**config.mk**
```make
export PLATFORM = sky130hd
export DESIGN_NAME = rtc_ctrl
export DESIGN_NICKNAME = d
export VERILOG_FILES = /design/src/verilog/rtc_ctrl.v /design/src/verilog/rtc_ram.v /design/src/verilog/rtc_tbase.v
export VERILOG_INCLUDE_DIRS = /design/src /design/src/pkg
export SDC_FILE = /design/constraint.sdc
export NUM_CORES = 1
export LEC_CHECK = 0
export BUFFER_PORTS_ARGS = -buffer_cell sky130_fd_sc_hd__clkbuf_2
export CORE_ASPECT_RATIO = 1.75
export CORE_MARGIN = 4
export CORE_UTILIZATION = 60
export CTS_BUF_LIST = sky130_fd_sc_hd__clkbuf_16
export DETAILED_ROUTE_END_ITERATION = 8
export PLACE_DENSITY = 0.77
export SLEW_MARGIN = 20
export SYNTH_ARGS = -nofsm -noshare
export SYNTH_HDL_FRONTEND = slang
export SYNTH_SLANG_ARGS = --single-unit
```
**constraint.sdc**
```tcl
create_clock -name clk -period 9.7 [get_ports clk]
set_input_delay 0.97 -clock clk [delete_from_list [all_inputs] [get_ports clk]]
set_output_delay 0.97 -clock clk [all_outputs]
set_load 0.02 [all_outputs]
```
**src/pkg/rtc_defs.vh**
```
// Shared constants of the real-time clock control and serial access block
`ifndef RTC_DEFS_VH
`define RTC_DEFS_VH

// ****************************************
// Register locations in clock space
// ****************************************
`define ADR_STAT 6'h30
`define ADR_TBC 6'h31
`define ADR_IPC 6'h32
`define ADR_CLK_FIRST 6'h20
`define ADR_ONE 6'h01
`define RAM_ONE 5'h01

// ****************************************
// Address byte fields
// ****************************************
`define AB_WRITE 7
`define AB_MUST_ZERO 6

// ****************************************
// timebase_control fields
// ****************************************
`define TBC_RUN 7
`define TBC_LINE 6
`define TBC_XSEL_HI 5
`define TBC_XSEL_LO 4
`define TBC_HZ50 3
`define TBC_CKO_HI 2
`define TBC_RESET 8'h00

// ****************************************
// irq_power_control fields
// ****************************************
`define IPC_WD 7
`define IPC_PD 6
`define IPC_PS 5
`define IPC_ALM 4
`define IPC_PER_HI 3
`define IPC_RESET 8'h00

// ****************************************
// Periodic select and clock-out codes
// ****************************************
`define PER_OFF 4'h0
`define PER_LINE 4'h6
`define PER_2HZ 4'hB
`define PER_1HZ 4'hC
`define PER_MIN 4'hD
`define PER_HOUR 4'hE
`define PER_DAY 4'hF
`define PER_ONE 4'h1
`define CKO_OSC 3'h0
`define CKO_DIV2 3'h1
`define CKO_DIV4 3'h2
`define CKO_DIV8 3'h3
`define CKO_LOW 3'h4
`define CKO_1HZ 3'h5
`define CKO_2HZ 3'h6
`define CKO_64HZ 3'h7

// ****************************************
// Crystal codes and prescaler limits to the 4096 Hz tick
// ****************************************
`define XS_4M 2'h0
`define XS_2M 2'h1
`define XS_1M 2'h2
`define XS_32K 2'h3
`define PRE_4M 10'h3FF
`define PRE_2M 10'h1FF
`define PRE_1M 10'h0FF
`define PRE_32K 10'h007
`define PRE_ONE 10'h001
`define CHAIN_HOLD_MASK 12'h03F
`define CHAIN_ONE 12'h001
`define SQ_1HZ 11
`define SQ_2HZ 10
`define SQ_64HZ 5
`define LINE_DIV50 6'h32
`define LINE_DIV60 6'h3C
`define LCNT_ONE 6'h01

// ****************************************
// Times in microseconds and the clock rate in MHz
// ****************************************
`define CLK_MHZ 24'h00007D
`define ALM_LONG_US 24'h007724
`define ALM_MID_US 24'h003BC4
`define ALM_SHORT_US 24'h001DB0
`define WD_PULSE_US 24'h0061A8
`define WD_TIMEOUT_US 24'h0186A0
`define CNT_ZERO 24'h000000
`define CNT_ONE 24'h000001
`define BYTE_ZERO 8'h00

`endif

```
**src/verilog/rtc_ctrl.v**
```verilog
// Control registers, status flags and serial access port of the real-time clock
`timescale 1ns/1ns
`include "rtc_defs.vh"

module rtc_ctrl #(
    parameter [23:0] ALM_LONG_CYC = `ALM_LONG_US * `CLK_MHZ, // Alarm delay, 32 kHz and 1 MHz
    parameter [23:0] ALM_MID_CYC = `ALM_MID_US * `CLK_MHZ, // Alarm delay, 2 MHz
    parameter [23:0] ALM_SHORT_CYC = `ALM_SHORT_US * `CLK_MHZ, // Alarm delay, 4 MHz
    parameter [23:0] WD_TIMEOUT_CYC = `WD_TIMEOUT_US * `CLK_MHZ, // Watchdog window
    parameter [23:0] WD_PULSE_CYC = `WD_PULSE_US * `CLK_MHZ // CPU reset pulse length
) (
    input wire clk, // System clock, 125 MHz
    input wire rst_n, // Power-on reset, asynchronous, active low
    input wire ce, // Clock enable, freezes all state when low
    input wire por_pin_n, // Power-on reset pin level
    input wire ss, // Slave select, active high
    input wire sck, // Serial clock
    input wire mosi, // Serial data in
    output wire miso_o, // Serial data out
    output wire miso_oe, // Serial data out enable
    input wire osc_in, // Oscillator level
    input wire line_in, // Mains sense level
    input wire system_supply_sense, // System supply present
    input wire power_fail, // Power failure seen on the mains sense
    input wire alarm_match, // Time counters equal alarm latches
    input wire min_tick, // Minute rollover pulse from the calendar
    input wire hour_tick, // Hour rollover pulse from the calendar
    input wire day_tick, // Day rollover pulse from the calendar
    input wire [7:0] cal_rdata, // Calendar read data for cal_addr
    output reg [3:0] cal_addr, // Calendar location
    output reg [7:0] cal_wdata, // Calendar write data
    output reg cal_we, // Calendar write pulse
    output wire sec_tick, // One-second pulse to the calendar
    output wire cpu_reset_out_o, // CPU reset level when driven
    output wire cpu_reset_out_oe, // CPU reset pulled low
    output wire irq_n_o, // Interrupt level when driven
    output wire irq_n_oe, // Interrupt pulled low
    output wire supply_enable_out, // Power supply enable
    output wire square_wave_out // Selected square wave
);

wire [11:0] sq;
wire [11:0] sq_rise;
wire line_rise;
wire [2:0] odiv;
wire [7:0] ram_rdata;
reg [7:0] tbc_ff;
reg [7:0] ipc_ff;
reg ss_prev_ff;
reg sck_prev_ff;
reg cpol_ff;
reg [2:0] cnt_ff;
reg [7:0] rx_ff;
reg [7:0] tx_ff;
reg [7:0] rdbuf_ff;
reg have_adr_ff;
reg wr_ff;
reg bad_ff;
reg oe_ff;
reg xfer_ff;
reg [5:0] adr_ff;
reg [1:0] rd_pipe_ff;
reg wd_st_ff;
reg ftu_ff;
reg ps_st_ff;
reg alm_st_ff;
reg per_st_ff;
reg irq_ff;
reg alm_prev_ff;
reg alm_busy_ff;
reg [23:0] alm_cnt_ff;
reg [23:0] wd_cnt_ff;
reg [23:0] rst_cnt_ff;
reg system_supply_sense_prev_ff;
reg started_ff;
reg pse_ff;
reg cpu_rst_ff;
reg sq_out_ff;
reg per_evt;
reg cko_sel;
reg [23:0] alm_lim;

wire line_mode = tbc_ff[`TBC_LINE];
wire [1:0] xsel = tbc_ff[`TBC_XSEL_HI:`TBC_XSEL_LO];
wire [2:0] cko = tbc_ff[`TBC_CKO_HI:0];
wire [3:0] per_sel = ipc_ff[`IPC_PER_HI:0];
wire [3:0] per_idx = per_sel - `PER_ONE;
wire pd = ipc_ff[`IPC_PD];

// ****************************************
// Timebase and line divider
// ****************************************
rtc_tbase u_tbase (
    .clk(clk),
    .rst_n(rst_n),
    .ce(ce),
    .osc_in(osc_in),
    .line_in(line_in),
    .xsel(xsel),
    .line_mode(line_mode),
    .hz50(tbc_ff[`TBC_HZ50]),
    .run(tbc_ff[`TBC_RUN]),
    .psense(ipc_ff[`IPC_PS]),
    .sq(sq),
    .sq_rise(sq_rise),
    .line_rise(line_rise),
    .odiv(odiv)
);

// ****************************************
// Serial port decode
// ****************************************
wire ss_en = ss & ~pd;
wire ss_rise = ss_en & ~ss_prev_ff;
wire ss_fall = ~ss_en & ss_prev_ff;
wire sck_rise = sck & ~sck_prev_ff;
wire sck_fall = ~sck & sck_prev_ff;
wire latch_edge = ss_en & ~ss_rise & (cpol_ff ? sck_fall : sck_rise);
wire shift_edge = ss_en & ~ss_rise & (cpol_ff ? sck_rise : sck_fall);
wire byte_done = latch_edge & (cnt_ff == 3'h7);
wire [7:0] rx_byte = {rx_ff[6:0], mosi};
wire adr_done = byte_done & ~have_adr_ff;
wire dat_done = byte_done & have_adr_ff;
wire data_wr = dat_done & wr_ff & ~bad_ff;
wire tbc_wr = data_wr & (adr_ff == `ADR_TBC);
wire ipc_wr = data_wr & (adr_ff == `ADR_IPC);
wire ram_we = data_wr & ~adr_ff[5];
wire tx_load = shift_edge & have_adr_ff & ~wr_ff & ~bad_ff & (cnt_ff == 3'h0);
wire stat_rd = tx_load & (adr_ff == `ADR_STAT);
wire [5:0] adr_nxt = ~adr_ff[5] ? {1'b0, adr_ff[4:0] + `RAM_ONE} :
    (adr_ff == `ADR_IPC) ? `ADR_CLK_FIRST : adr_ff + `ADR_ONE;
wire int_true = ps_st_ff | alm_st_ff | per_st_ff;
wire [7:0] status = {1'b0, wd_st_ff, 1'b0, ftu_ff, int_true, ps_st_ff, alm_st_ff, per_st_ff};
wire [7:0] clk_rd = (adr_ff == `ADR_TBC) ? tbc_ff : (adr_ff == `ADR_IPC) ? ipc_ff :
    (adr_ff < `ADR_STAT) ? cal_rdata : `BYTE_ZERO;
wire [7:0] rd_mux = adr_ff[5] ? clk_rd : ram_rdata;
// Status is taken live at load so the read and its clear see one snapshot
wire [7:0] tx_src = (adr_ff == `ADR_STAT) ? status : rdbuf_ff;

rtc_ram u_ram (
    .clk(clk),
    .rst_n(rst_n),
    .ce(ce),
    .we(ram_we),
    .addr(adr_ff[4:0]),
    .wdata(rx_byte),
    .rdata(ram_rdata)
);

assign miso_o = tx_ff[7];
assign miso_oe = oe_ff;

// ****************************************
// Serial shift, address and burst logic
// ****************************************
always @(posedge clk or negedge rst_n)
begin
    if (!rst_n)
    begin
        ss_prev_ff <= 1'b0;
        sck_prev_ff <= 1'b0;
        cpol_ff <= 1'b0;
        cnt_ff <= 3'h0;
        rx_ff <= `BYTE_ZERO;
        tx_ff <= `BYTE_ZERO;
        rdbuf_ff <= `BYTE_ZERO;
        have_adr_ff <= 1'b0;
        wr_ff <= 1'b0;
        bad_ff <= 1'b0;
        oe_ff <= 1'b0;
        xfer_ff <= 1'b0;
        adr_ff <= 6'h00;
        rd_pipe_ff <= 2'b00;
        cal_addr <= 4'h0;
        cal_wdata <= `BYTE_ZERO;
        cal_we <= 1'b0;
    end
    else if (ce)
    begin
        ss_prev_ff <= ss_en;
        sck_prev_ff <= sck;
        cal_we <= data_wr & adr_ff[5] & ~adr_ff[4];
        cal_addr <= adr_ff[3:0];
        cal_wdata <= rx_byte;
        rd_pipe_ff <= {rd_pipe_ff[0], 1'b0};
        if (rd_pipe_ff[1])
            rdbuf_ff <= rd_mux;
        if (!ss_en)
        begin
            cnt_ff <= 3'h0;
            have_adr_ff <= 1'b0;
            oe_ff <= 1'b0;
            xfer_ff <= 1'b0;
        end
        else
        begin
            if (ss_rise)
                cpol_ff <= sck;
            if (latch_edge)
            begin
                rx_ff <= rx_byte;
                cnt_ff <= cnt_ff + 3'h1;
            end
            if (adr_done)
            begin
                have_adr_ff <= 1'b1;
                wr_ff <= rx_byte[`AB_WRITE];
                bad_ff <= rx_byte[`AB_MUST_ZERO];
                adr_ff <= rx_byte[5:0];
                rd_pipe_ff <= {rd_pipe_ff[0], ~rx_byte[`AB_WRITE]};
            end
            if (dat_done)
            begin
                xfer_ff <= 1'b1;
                adr_ff <= adr_nxt;
                rd_pipe_ff <= {rd_pipe_ff[0], ~wr_ff};
            end
            if (tx_load)
            begin
                tx_ff <= tx_src;
                oe_ff <= 1'b1;
            end
            else if (shift_edge)
                tx_ff <= {tx_ff[6:0], 1'b0};
        end
    end
end

// ****************************************
// Event sources
// ****************************************
always @*
begin
    case (per_sel)
        `PER_OFF: per_evt = 1'b0;
        `PER_LINE: per_evt = line_mode ? line_rise : sq_rise[per_idx];
        `PER_2HZ, `PER_1HZ: per_evt = sq_rise[per_idx];
        `PER_MIN: per_evt = min_tick;
        `PER_HOUR: per_evt = hour_tick;
        `PER_DAY: per_evt = day_tick;
        default: per_evt = ~line_mode & sq_rise[per_idx];
    endcase
end

always @*
begin
    case (xsel)
        `XS_4M: alm_lim = ALM_SHORT_CYC - `CNT_ONE;
        `XS_2M: alm_lim = ALM_MID_CYC - `CNT_ONE;
        default: alm_lim = ALM_LONG_CYC - `CNT_ONE;
    endcase
    if (line_mode)
        alm_lim = ALM_LONG_CYC - `CNT_ONE;
end

always @*
begin
    case (cko)
        `CKO_OSC: cko_sel = osc_in;
        `CKO_DIV2: cko_sel = odiv[0];
        `CKO_DIV4: cko_sel = odiv[1];
        `CKO_DIV8: cko_sel = odiv[2];
        `CKO_LOW: cko_sel = 1'b0;
        `CKO_1HZ: cko_sel = sq[`SQ_1HZ];
        `CKO_2HZ: cko_sel = sq[`SQ_2HZ];
        default: cko_sel = line_mode ? line_in : sq[`SQ_64HZ];
    endcase
end

wire alm_start = ipc_ff[`IPC_ALM] & alarm_match & ~alm_prev_ff;
wire alm_evt = alm_busy_ff & (alm_cnt_ff == alm_lim);
wire ps_evt = ipc_ff[`IPC_PS] & ~ps_st_ff & power_fail;
wire irq_evt = ps_evt | alm_evt | per_evt;
wire wd_kick = ss_fall & ~xfer_ff;
wire wd_expire = ipc_ff[`IPC_WD] & (wd_cnt_ff == WD_TIMEOUT_CYC - `CNT_ONE);
// Supply return always powers up; an interrupt powers up only out of power-down
wire pwr_up = system_supply_sense & (~system_supply_sense_prev_ff | (pd & irq_evt));
// Power-down takes effect at the writing edge, not one cycle later
wire pd_now = pd | (ipc_wr & rx_byte[`IPC_PD]);

assign sec_tick = sq_rise[`SQ_1HZ];
assign irq_n_o = 1'b0;
assign irq_n_oe = irq_ff;
assign cpu_reset_out_o = 1'b0;
assign cpu_reset_out_oe = cpu_rst_ff;
assign supply_enable_out = pse_ff;
assign square_wave_out = sq_out_ff;

// ****************************************
// Control registers, status flags and power sequencing
// ****************************************
always @(posedge clk or negedge rst_n)
begin
    if (!rst_n)
    begin
        tbc_ff <= `TBC_RESET;
        ipc_ff <= `IPC_RESET;
        wd_st_ff <= 1'b0;
        ftu_ff <= 1'b1;
        ps_st_ff <= 1'b0;
        alm_st_ff <= 1'b0;
        per_st_ff <= 1'b0;
        irq_ff <= 1'b0;
        alm_prev_ff <= 1'b0;
        alm_busy_ff <= 1'b0;
        alm_cnt_ff <= `CNT_ZERO;
        wd_cnt_ff <= `CNT_ZERO;
        rst_cnt_ff <= `CNT_ZERO;
        system_supply_sense_prev_ff <= 1'b0;
        started_ff <= 1'b0;
        pse_ff <= 1'b0;
        cpu_rst_ff <= 1'b0;
        sq_out_ff <= 1'b0;
    end
    else if (ce)
    begin
        alm_prev_ff <= alarm_match;
        system_supply_sense_prev_ff <= system_supply_sense;
        started_ff <= 1'b1;
        if (tbc_wr)
            tbc_ff <= rx_byte;
        if (ipc_wr)
            ipc_ff <= rx_byte;
        else if (pwr_up)
            ipc_ff[`IPC_PD] <= 1'b0;
        ps_st_ff <= ps_evt | (ps_st_ff & ~(ipc_wr & ~rx_byte[`IPC_PS]));
        alm_st_ff <= alm_evt | (alm_st_ff & ~stat_rd);
        per_st_ff <= per_evt | (per_st_ff & ~stat_rd);
        wd_st_ff <= wd_expire | (wd_st_ff & ~stat_rd);
        ftu_ff <= ftu_ff & ~(stat_rd & por_pin_n);
        irq_ff <= irq_evt | (irq_ff & ~stat_rd);
        if (alm_start)
        begin
            alm_busy_ff <= 1'b1;
            alm_cnt_ff <= `CNT_ZERO;
        end
        else if (alm_evt || !ipc_ff[`IPC_ALM])
            alm_busy_ff <= 1'b0;
        else if (alm_busy_ff)
            alm_cnt_ff <= alm_cnt_ff + `CNT_ONE;
        if (!ipc_ff[`IPC_WD] || wd_kick || wd_expire)
            wd_cnt_ff <= `CNT_ZERO;
        else
            wd_cnt_ff <= wd_cnt_ff + `CNT_ONE;
        if (wd_expire)
            rst_cnt_ff <= WD_PULSE_CYC;
        else if (rst_cnt_ff != `CNT_ZERO)
            rst_cnt_ff <= rst_cnt_ff - `CNT_ONE;
        cpu_rst_ff <= wd_expire | (rst_cnt_ff > `CNT_ONE) | pd_now | ~system_supply_sense;
        if (!system_supply_sense || (ipc_wr && rx_byte[`IPC_PD]))
            pse_ff <= 1'b0;
        else if (!started_ff || pwr_up)
            pse_ff <= 1'b1;
        sq_out_ff <= cko_sel & ~pd_now & system_supply_sense;
    end
end

endmodule

```
**src/verilog/rtc_ram.v**
```verilog
// General purpose 32 x 8 storage with registered read data
`timescale 1ns/1ns
`include "rtc_defs.vh"

module rtc_ram (
    input wire clk, // System clock
    input wire rst_n, // Asynchronous reset, active low
    input wire ce, // Clock enable
    input wire we, // Write strobe
    input wire [4:0] addr, // Location
    input wire [7:0] wdata, // Write data
    output reg [7:0] rdata // Read data, one cycle after addr
);

reg [7:0] mem [0:31];

always @(posedge clk)
begin
    if (ce && we)
        mem[addr] <= wdata;
end

always @(posedge clk or negedge rst_n)
begin
    if (!rst_n)
        rdata <= `BYTE_ZERO;
    else if (ce)
        rdata <= mem[addr];
end

endmodule

```
**src/verilog/rtc_tbase.v**
```verilog
// Oscillator prescaler, divider chain and line-frequency divider
`timescale 1ns/1ns
`include "rtc_defs.vh"

module rtc_tbase (
    input wire clk, // System clock
    input wire rst_n, // Asynchronous reset, active low
    input wire ce, // Clock enable
    input wire osc_in, // Oscillator level
    input wire line_in, // Mains sense level
    input wire [1:0] xsel, // Crystal select
    input wire line_mode, // Line timebase selected
    input wire hz50, // 50 Hz mains when high
    input wire run, // Divider chain running
    input wire psense, // Power sense disconnects the line prescaler
    output wire [11:0] sq, // Square waves, bit 0 2048 Hz to bit 11 1 Hz; only bits 10 and 11 toggle in line mode
    output wire [11:0] sq_rise, // Rising edges of sq
    output wire line_rise, // Line cycle pulse
    output wire [2:0] odiv // Oscillator divided by 2, 4, 8
);

reg osc_prev_ff;
reg line_prev_ff;
reg [9:0] pre_ff;
reg [11:0] chain_ff;
reg [11:0] sq_prev_ff;
reg [5:0] lcnt_ff;
reg [2:0] odiv_ff;
reg [9:0] pre_lim;

// ****************************************
// Prescale to 4096 Hz for the chosen crystal
// ****************************************
always @*
begin
    case (xsel)
        `XS_4M: pre_lim = `PRE_4M;
        `XS_2M: pre_lim = `PRE_2M;
        `XS_1M: pre_lim = `PRE_1M;
        default: pre_lim = `PRE_32K;
    endcase
end

wire osc_rise = osc_in & ~osc_prev_ff;
wire t4k = osc_rise & (pre_ff == pre_lim);
wire [11:0] nxt_chain = t4k ? chain_ff + `CHAIN_ONE : chain_ff;
wire [5:0] ldiv = hz50 ? `LINE_DIV50 : `LINE_DIV60;
wire [5:0] lhalf = {1'b0, ldiv[5:1]};
wire [5:0] lquart = {2'b00, ldiv[5:2]};
wire l_hi = (lcnt_ff >= lhalf);
wire [5:0] lpart = l_hi ? lcnt_ff - lhalf : lcnt_ff;

assign line_rise = line_in & ~line_prev_ff & ~psense;
assign sq = line_mode ? {l_hi, (lpart >= lquart), 10'h000} : chain_ff;
assign sq_rise = sq & ~sq_prev_ff;
assign odiv = odiv_ff;

always @(posedge clk or negedge rst_n)
begin
    if (!rst_n)
    begin
        osc_prev_ff <= 1'b0;
        line_prev_ff <= 1'b0;
        pre_ff <= 10'h000;
        chain_ff <= 12'h000;
        sq_prev_ff <= 12'h000;
        lcnt_ff <= 6'h00;
        odiv_ff <= 3'h0;
    end
    else if (ce)
    begin
        osc_prev_ff <= osc_in;
        line_prev_ff <= line_in;
        sq_prev_ff <= sq;
        odiv_ff <= odiv_ff + {2'b00, osc_rise};
        if (osc_rise)
            pre_ff <= t4k ? 10'h000 : pre_ff + `PRE_ONE;
        chain_ff <= run ? nxt_chain : (nxt_chain & `CHAIN_HOLD_MASK);
        if (!run)
            lcnt_ff <= 6'h00;
        else if (line_rise)
            lcnt_ff <= (lcnt_ff == ldiv - `LCNT_ONE) ? 6'h00 : lcnt_ff + `LCNT_ONE;
    end
end

endmodule

```
==> metrics.md, run 1 <==
| Metric | Value |
|---|---|
| Rows | `89` |
| Final Core Density | `67.01%` |
| Largest net degree at the start of global routing | `88` |
| Fill cells | `2374` |
| Max Clock Skew | `0.01598 ns` |
| CP Class | `flip-flop to primary output` |
| Yosys cell types | `82` |
| Vias in the first global route | `13.43k` |
| Synth Warn # | `0` |
| Fin. Hold Viols | `0` |
| Crit path max-delay cell type | `dfrtp_1` |
| Detailed-placement wirelength estimate | `31340 µm` |
| Cell Area, Synth | `0.02057 mm²` |
| H-tree depth | `2` |
| Drt wl/cell | `22.95 µm` |
| Hold Buf Count CTS | `0` |
| DIE WIDTH | `148.0 µm` |
| Cells after Synth | `1559` |
| Clk pin slew, worst setup/hold paths | `0.07 ns` |
| Critical path required time | `8.73 ns` |
| Final worst path period share | `41.19%` |
| Dpl cell area | `0.02118 mm²` |
| CORE AREA | `0.03374 mm²` |
| Share of cells above drive strength 1 | `16.53%` |
| Pwr per Cell Area | `201.2 mW/mm²` |
| Layout area overhead | `9.895%` |
| CP arrival | `3.03 ns` |
| Total number of vias | `12.97k` |
| Slew margin rel. | `17.94%` |
| CTS tree | `done` |
| Initial Util | `60.97%` |
| Max Buffers Root-to-Sink | `3` |
| Crit path buf inv count | `2` |
| Pre-Repair DR Iteration Count | `5` |
| Setup TNS | `0 ns` |
| Final #Nets | `1634` |
| Vias per inst | `6.266` |
| Post-cts sizing count | `0` |
| Final setup vio count | `0` |
| Slew Limit Fails | `0` |
| Initial drt markers | `1219` |
| Main flop type after synthesis | `edfxtp_1` |
| CP Launch Type | `flip-flop` |
| Min-Delay Path Class | `input port to async pin` |
| RSZ-0062 raised after global routing | `false` |
| CP most frequent cell | `a21oi_1` |
| I/O Buffers | `42` |
| DIE AREA | `0.03743 mm²` |
| First-pass GRT wire length | `74910 µm` |
| Routed WL | `47510 µm` |
| Number of setup buffers added after CTS | `0` |
| Die Ht | `253.0 µm` |
| Gp weighted congestion | `0.8684` |
| Max incr delay on CP | `0.62 ns` |
| Crit. End Element | `primary output` |
| Final ANT Viol Nets | `0` |
| Initial antenna violation count | `0` |
| Multi-input gate area | `0.007187 mm²` |
| Slew @ Worst Pin | `1.221 ns` |
| GRT overflow | `0` |
| Total Power | `4.548 mW` |
| Peak VDD IR | `0.1260 mV` |
| Crit path max-delay family | `compound AO/OA/AOI/OAI gates` |
| Root buffer cell | `clkbuf_16` |
| EDFF count, synth | `256` |
| Ant diodes | `0` |
| Max-cap violation count | `0` |
| Detailed-route DRC error count | `0` |
| Seq cells post-synth | `465` |
| Worst skew pair latency | `0.55 ns` |
| Clock sinks | `465` |
| Seq/Total Area, Yosys | `62.79%` |
| CP Max Fanout | `9` |
| Peak Freq | `250.3 MHz` |
| Critical-path cell list | `inv_1 -> ha_1 -> nand2b_1 -> a21oi_1 -> a311oi_1 -> a21oi_1 -> and2_1 -> clkbuf_2` |
| Minimum clock period | `3.995 ns` |
| GRT Resource Usage Total | `25.77%` |
| Hold Slack | `0.4344 ns` |
| IO Count | `45` |
| Status | `completed` |
| Total CTS buffers | `41` |
| Mean post-synth cell area | `13.20 µm²` |
| Seq. cell area | `0.01293 mm²` |
| P_leak | `8.703 nW` |
| Ys async rst share | `44.95%` |
| Final instance area | `0.02261 mm²` |
path summary, 6_finish.rpt:
path / depth (start not counted) / end / from / slack [ns]
setup reg to reg: 8 / u_ram.mem[21][4] / ipc_ff[6] / 5.91
hold reg to reg: 1 / ftu_ff / ftu_ff / 0.45
hold / removal: 1 / cal_wdata[6] / rst_n / 0.43
setup / recovery: 8 / sec_tick / tbc_ff[3] / 5.70
max in group asynchronous: 3 / rx_ff[3] / rst_n / 7.21
min in group clk: 1 / ftu_ff / ftu_ff / 0.45
cells by family after synthesis:
kind of cell    share of synthesized area, %
fa+ha+maj                              1.679
flops                                  62.79
compound gates                         7.864
xor+xnor                               3.235
other cells                          0.01823
mux                                    10.02
simple gates                           12.08
buf+inv                                2.305
cell usage in the layout (no fill, tap or decap), types with 5 or more instances in the layout:
| cell | netlist | final |
|---|---|---|
| nor3_1 | 29 | 29 |
| and3_1 | 26 | 26 |
| o21ai_0 | 65 | 65 |
| nor2_1 | 160 | 160 |
| dfrtp_1 | 208 | 202 |
| nor2b_1 | 13 | 12 |
| or3_1 | 12 | 12 |
| nand4b_1 | 5 | 5 |
| nand3b_1 | 11 | 11 |
| a221oi_1 | 12 | 12 |
| nand3_1 | 51 | 51 |
| xnor2_1 | 36 | 36 |
| mux2_2 | 48 | 48 |
| and4_1 | 5 | 5 |
| mux2i_1 | 8 | 8 |
| inv_1 | 41 | 52 |
| a31oi_1 | 20 | 20 |
| mux4_2 | 64 | 64 |
| o31ai_1 | 14 | 14 |
| dfrtp_2 | 0 | 5 |
| buf_4 | 2 | 16 |
| clkbuf_16 | 0 | 43 |
| o211ai_1 | 10 | 10 |
| a221o_1 | 8 | 8 |
| ha_1 | 26 | 26 |
| a22oi_1 | 11 | 11 |
| a22o_1 | 15 | 15 |
| bufinv_16 | 0 | 8 |
| nor4_1 | 6 | 6 |
| nand4_1 | 12 | 12 |
| nand2b_1 | 13 | 13 |
| nand2_1 | 131 | 131 |
| edfxtp_1 | 256 | 256 |
| clkbuf_2 | 0 | 40 |
| and2_1 | 8 | 8 |
| xor2_1 | 40 | 40 |
| a21oi_1 | 35 | 35 |
| clkinv_2 | 0 | 9 |
| or2_2 | 9 | 9 |
cell type report:
| type | instances | share of cell area, % |
|---|---|---|
| multi-input cells | 975 | 31.79 |
| flip-flops and latches | 465 | 57.18 |
| clock buffers | 43 | 4.759 |
| inverters | 44 | 0.7305 |
| clock inverters | 31 | 1.538 |
| repair buffers | 57 | 1.483 |
| well taps | 455 | 2.518 |
flip-flops by register name, indices dropped and copies added (netlist names), 10 cells and up:
| name | count |
|---|---|
| rst_cnt_ff | 24 |
| u_tbase.sq_prev_ff | 12 |
| alm_cnt_ff | 24 |
| u_ram.mem | 256 |
| wd_cnt_ff | 24 |
| u_tbase.pre_ff | 10 |
| u_tbase.chain_ff | 12 |
per-layer routing:
| layer | track usage (%) | part of all wire, % | up-vias |
|---|---|---|---|
| met4 | 14.24 | 6.2 | 0 |
| met2 | 46.36 | 53 | 477 |
| met5 | 0 | 0 | - |
| met3 | 3.348 | 4.8 | 148 |
| met1 | 29.67 | 36 | 6517 |
| li1 | - | - | 5828 |
cell usage after synthesis, drive strengths merged, types with 4 or more instances:
cell type / n / area [µm²]
nand2: 133 / 509.2
o31ai: 14 / 105.1
and4: 5 / 43.79
or4: 6 / 56.30
xor2: 40 / 350.3
clkbuf: 57 / 214.0
and3: 26 / 162.7
or3: 12 / 75.07
nand3: 53 / 275.3
nand4b: 5 / 43.79
nor3: 30 / 155.1
nor2: 162 / 613.1
o21ai: 66 / 330.3
mux2i: 8 / 80.08
a221oi: 12 / 105.1
a31oi: 20 / 125.1
dfrtp: 208 / 5205
a22oi: 11 / 82.58
nor2b: 13 / 81.33
buf: 19 / 95.08
edfxtp: 256 / 7687
mux4: 64 / 1441
and2: 9 / 56.31
o32ai: 4 / 35.03
mux2: 48 / 540.5
nor4: 7 / 50.05
xnor2: 36 / 315.3
nand3b: 11 / 82.58
a21oi: 35 / 175.2
a41oi: 4 / 35.03
o21a: 4 / 30.03
a21o: 4 / 30.03
ha: 26 / 325.3
nand2b: 13 / 81.33
nand4: 12 / 75.07
a221o: 8 / 80.08
a211oi: 4 / 30.03
o211ai: 10 / 75.07
or2: 10 / 62.56
a22o: 15 / 131.4
inv: 42 / 157.7
power breakdown:
part / switching [mW] / internal, mW
Combinational: 0.235 / 0.146
Sequential: 0.156 / 2.28
Clock: 0.710 / 1.02
per-stage QoR:
stage | worst slack (ns) | cells
after floorplan | 6.514 | 1560
after global placement | 5.645 | 1996
after detailed placement | 5.487 | 1996
after CTS | 5.683 | 2070
after global routing | 5.512 | 2070
final | 5.705 | 2070
No activity file was read; power rests on OpenSTA's default activity.
==> inputs of run 2 (changes only) <==
--- a/config.mk
+++ b/config.mk
@@ -9,10 +9,10 @@
 export BUFFER_PORTS_ARGS = -buffer_cell sky130_fd_sc_hd__clkbuf_2
 export CORE_ASPECT_RATIO = 1.75
 export CORE_MARGIN = 4
-export CORE_UTILIZATION = 60
+export CORE_UTILIZATION = 57
 export CTS_BUF_LIST = sky130_fd_sc_hd__clkbuf_16
 export DETAILED_ROUTE_END_ITERATION = 8
-export PLACE_DENSITY = 0.77
+export PLACE_DENSITY = 0.76
 export SLEW_MARGIN = 20
 export SYNTH_ARGS = -nofsm -noshare
 export SYNTH_HDL_FRONTEND = slang
==> constraint.sdc (replaced) <==
create_clock -name clk -period 3.2 [get_ports clk]
set_input_delay 0.32 -clock clk [delete_from_list [all_inputs] [get_ports clk]]
set_output_delay 0.32 -clock clk [all_outputs]
set_load 0.02 [all_outputs]
==> run 2 against run 1 <==
Wire length rose by 0.47%. First-iteration DRC count fell by 22%. Largest cell class unchanged. Total power rose to 3.0 times the previous value. Utilization fell by 1.4 points. Via count rose by 2.7%. Critical path depth rose by 2. Sequential cell count did not move. Setup slack got worse by 5.6 ns. Register-to-register slack got worse by 5.8 ns. Critical path type is now flip-flop to flip-flop.
==> metrics.md, run 2 (synthesis results as in run 1) <==
| Metric | Value |
|---|---|
| CP Max Fanout | `8 (-1)` |
| Setup ws final | `0.09255 ns (-5.612 ns)` |
| Multi-input gate area | `0.007218 mm² (+0.44%)` |
| Initial Util | `58.10% (-2.9 points)` |
| GRT Resource Usage Total | `24.67% (-1.1 points)` |
| Reg2Reg Launch Point | `sck_prev_ff` |
| IO Count | `45 (unchanged)` |
| Final instance area | `0.02324 mm² (+2.8%)` |
| Peak Freq | `321.8 MHz` |
| Largest net degree at the start of global routing | `92 (+4.5%)` |
| Max Buffers Root-to-Sink | `3 (unchanged)` |
| CP most frequent cell | `nand2_1` |
| Largest Register | `u_ram.mem` |
| Initial drt markers | `956 (-22%)` |
| Vias per inst | `6.174 (-1.5%)` |
| CORE AREA | `0.03541 mm² (+4.9%)` |
| Worst skew pair latency | `0.56 ns (about the same)` |
| Switching Share | `24.65% (+0.43 points)` |
| Gp weighted congestion | `0.8738 (+0.62%)` |
| Clock sinks | `465 (unchanged)` |
| Max incr delay on CP | `0.41 ns (-0.21 ns)` |
| Dpl ws | `-0.01058 ns (-5.498 ns)` |
| Number of setup buffers added after CTS | `0 (unchanged)` |
| Share of power burned in registers | `53.7% (about the same)` |
| Crit path max-delay family | `simple AND/OR/NAND/NOR gates` |
| Fin. Hold Viols | `0 (unchanged)` |
| Detailed-route DRC error count | `0 (unchanged)` |
| First-pass GRT wire length | `74900 µm (about the same)` |
| RSZ-0062 raised after global routing | `false` |
| Fill cells | `2522 (+6.2%)` |
| Layout area overhead | `12.97%` |
| CP Launch Type | `flip-flop` |
| Crit path buf inv count | `1 (-1)` |
| Crit path launch | `sck_prev_ff` |
| Min-Delay Path Class | `input port to flip-flop` |
| Clk pin slew, worst setup/hold paths | `0.06 ns (about the same)` |
| Rows | `91 (+2.2%)` |
| Final #Nets | `1709 (+4.6%)` |
| DIE WIDTH | `151.6 µm (+2.5%)` |
| Ant diodes | `0 (unchanged)` |
| Vias in the first global route | `13.74k (+2.3%)` |
| Slew Limit Fails | `0 (unchanged)` |
| Total CTS buffers | `42 (+2.4%)` |
| Clock power frac | `37.4% (-0.6 points)` |
| Peak VDD IR | `0.3552 mV (+180%)` |
| Logic pwr share | `8.9% (+0.5 points)` |
| Dpl cell area | `0.02180 mm² (+2.9%)` |
| Hold Path Stages | `2` |
| Final ANT Viol Nets | `0 (unchanged)` |
| Crit path depth | `10 (+2)` |
| Critical-path cell list | `nand2b_1 -> o21ai_0 -> and4_1 -> nand2_1 -> nor3_1 -> nand2_1 -> nor2_1 -> nand2_1 -> nor2_1 -> buf_4` |
| Max Clock Skew | `0.03109 ns (+0.01511 ns)` |
| I/O Buffers | `42 (unchanged)` |
| R2R depth | `10 (+2)` |
| Max-cap violation count | `0 (unchanged)` |
| Internal | `10.32 mW (+200%)` |
| Final worst path period share | `97.11%` |
| Share of cells above drive strength 1 | `20.27% (+3.7 points)` |
| DIE AREA | `0.03932 mm² (+5.0%)` |
| Status | `completed` |
| Final setup vio count | `0 (unchanged)` |
| CTS tree | `done` |
| Slew margin rel. | `35.58% (+18 points)` |
| Max FFs per register | `256 (unchanged)` |
| GRT overflow | `0 (unchanged)` |
| Minimum clock period | `3.107 ns` |
| Commonest non-fill, non-tap cell in the layout | `edfxtp_1` |
| FF-to-FF End | `u_ram.mem[12][4]` |
| Setup TNS | `0 ns (unchanged)` |
| Pre-Repair DR Iteration Count | `5 (unchanged)` |
| Slew @ Worst Pin | `0.9663 ns (-0.2552 ns)` |
| H-tree depth | `2 (unchanged)` |
| Worst reg2reg setup slack | `0.09 ns (-5.82 ns)` |
| CP Class | `flip-flop to flip-flop` |
| Routed WL | `47740 µm (+0.47%)` |
| Most frequent cells in the layout | `edfxtp_1, dfrtp_1, nor2_1, nand2_1, buf_4` |
| Pwr per Cell Area | `589.1 mW/mm² (+190%)` |
| P_leak | `9.086 nW (+4.4%)` |
| Critical path required time | `3.46 ns (-5.27 ns)` |
| Detailed-placement wirelength estimate | `32390 µm (+3.4%)` |
| Initial antenna violation count | `0 (unchanged)` |
| CP arrival | `3.37 ns (+0.34 ns)` |
| Root buffer cell | `clkbuf_16` |
| Crit path max-delay cell type | `dfrtp_1` |
| Crit path capture | `u_ram.mem[12][4]` |
| Seq. cell area | `0.01293 mm² (about the same)` |
| Die Ht | `259.3 µm (+2.5%)` |
| Crit. End Element | `flip-flop` |
| Switch Pwr | `3.375 mW (+210%)` |
| Total number of vias | `13.32k (+2.7%)` |
| Drt wl/cell | `22.13 µm (-3.6%)` |
[run 2: worst min-delay path by stage]
stage | from | to | slack, ns
3_5_place_dp | rst_n | alm_cnt_ff[11] | 0.39
3_3_place_gp | rst_n | alm_cnt_ff[11] | 0.39
4_1_cts | alarm_match | alm_prev_ff | 0.03
5_1_grt | alarm_match | alm_prev_ff | 0.04
6_report | alarm_match | alm_prev_ff | 0.04
2_1_floorplan | rst_n | adr_ff[0] | 0.02
[run 2: power by group through the flow]
stage          Clock [mW]  Sequential [mW]  Combinational [mW]
2_1_floorplan           0             7.44               0.642
3_3_place_gp            0             7.43                1.17
3_5_place_dp            0             7.47                1.23
4_1_cts              5.20             7.35                1.24
5_1_grt              5.46             7.39                1.35
6_report             5.12             7.35                1.22
[run 2: final cells by class]
type	count	share of cell area, %
clock buffers	43	4.630
clock inverters	34	1.367
inverters	44	0.7106
multi-input cells	975	31.06
flip-flops and latches	465	55.62
well taps	465	2.503
repair buffers	131	4.113
[run 2: per-layer routing]
metal / GRT usage, % / vias up / share of wire, %
met5: 0 / - / 0
met3: 3.389 / 133 / 4.9
met2: 45.45 / 446 / 55
met4: 12.02 / 0 / 5.4
li1: - / 5991 / -
met1: 27.49 / 6748 / 35
[run 2: metrics by stage]
stage               cells  total power, mW  util, %  hold WS (ns)
finish               2157            13.69    65.64       0.04308
global route         2157            14.20    65.64       0.04018
CTS                  2157            13.78    65.55       0.02852
detailed placement   2079            8.696    61.57        0.3902
global placement     2079            8.601    61.57        0.3946
floorplan            1560            8.085        -       0.02441
[run 2: repair_timing]
| item | in CTS | in global routing |
|---|---|---|
| hold buffers | 1 | 0 |
| pin swaps | 0 | 4 |
| resized for setup | 1 | 5 |
| setup endpoints to repair | 3 | 4 |
| hold endpoints to repair | 88 | 0 |
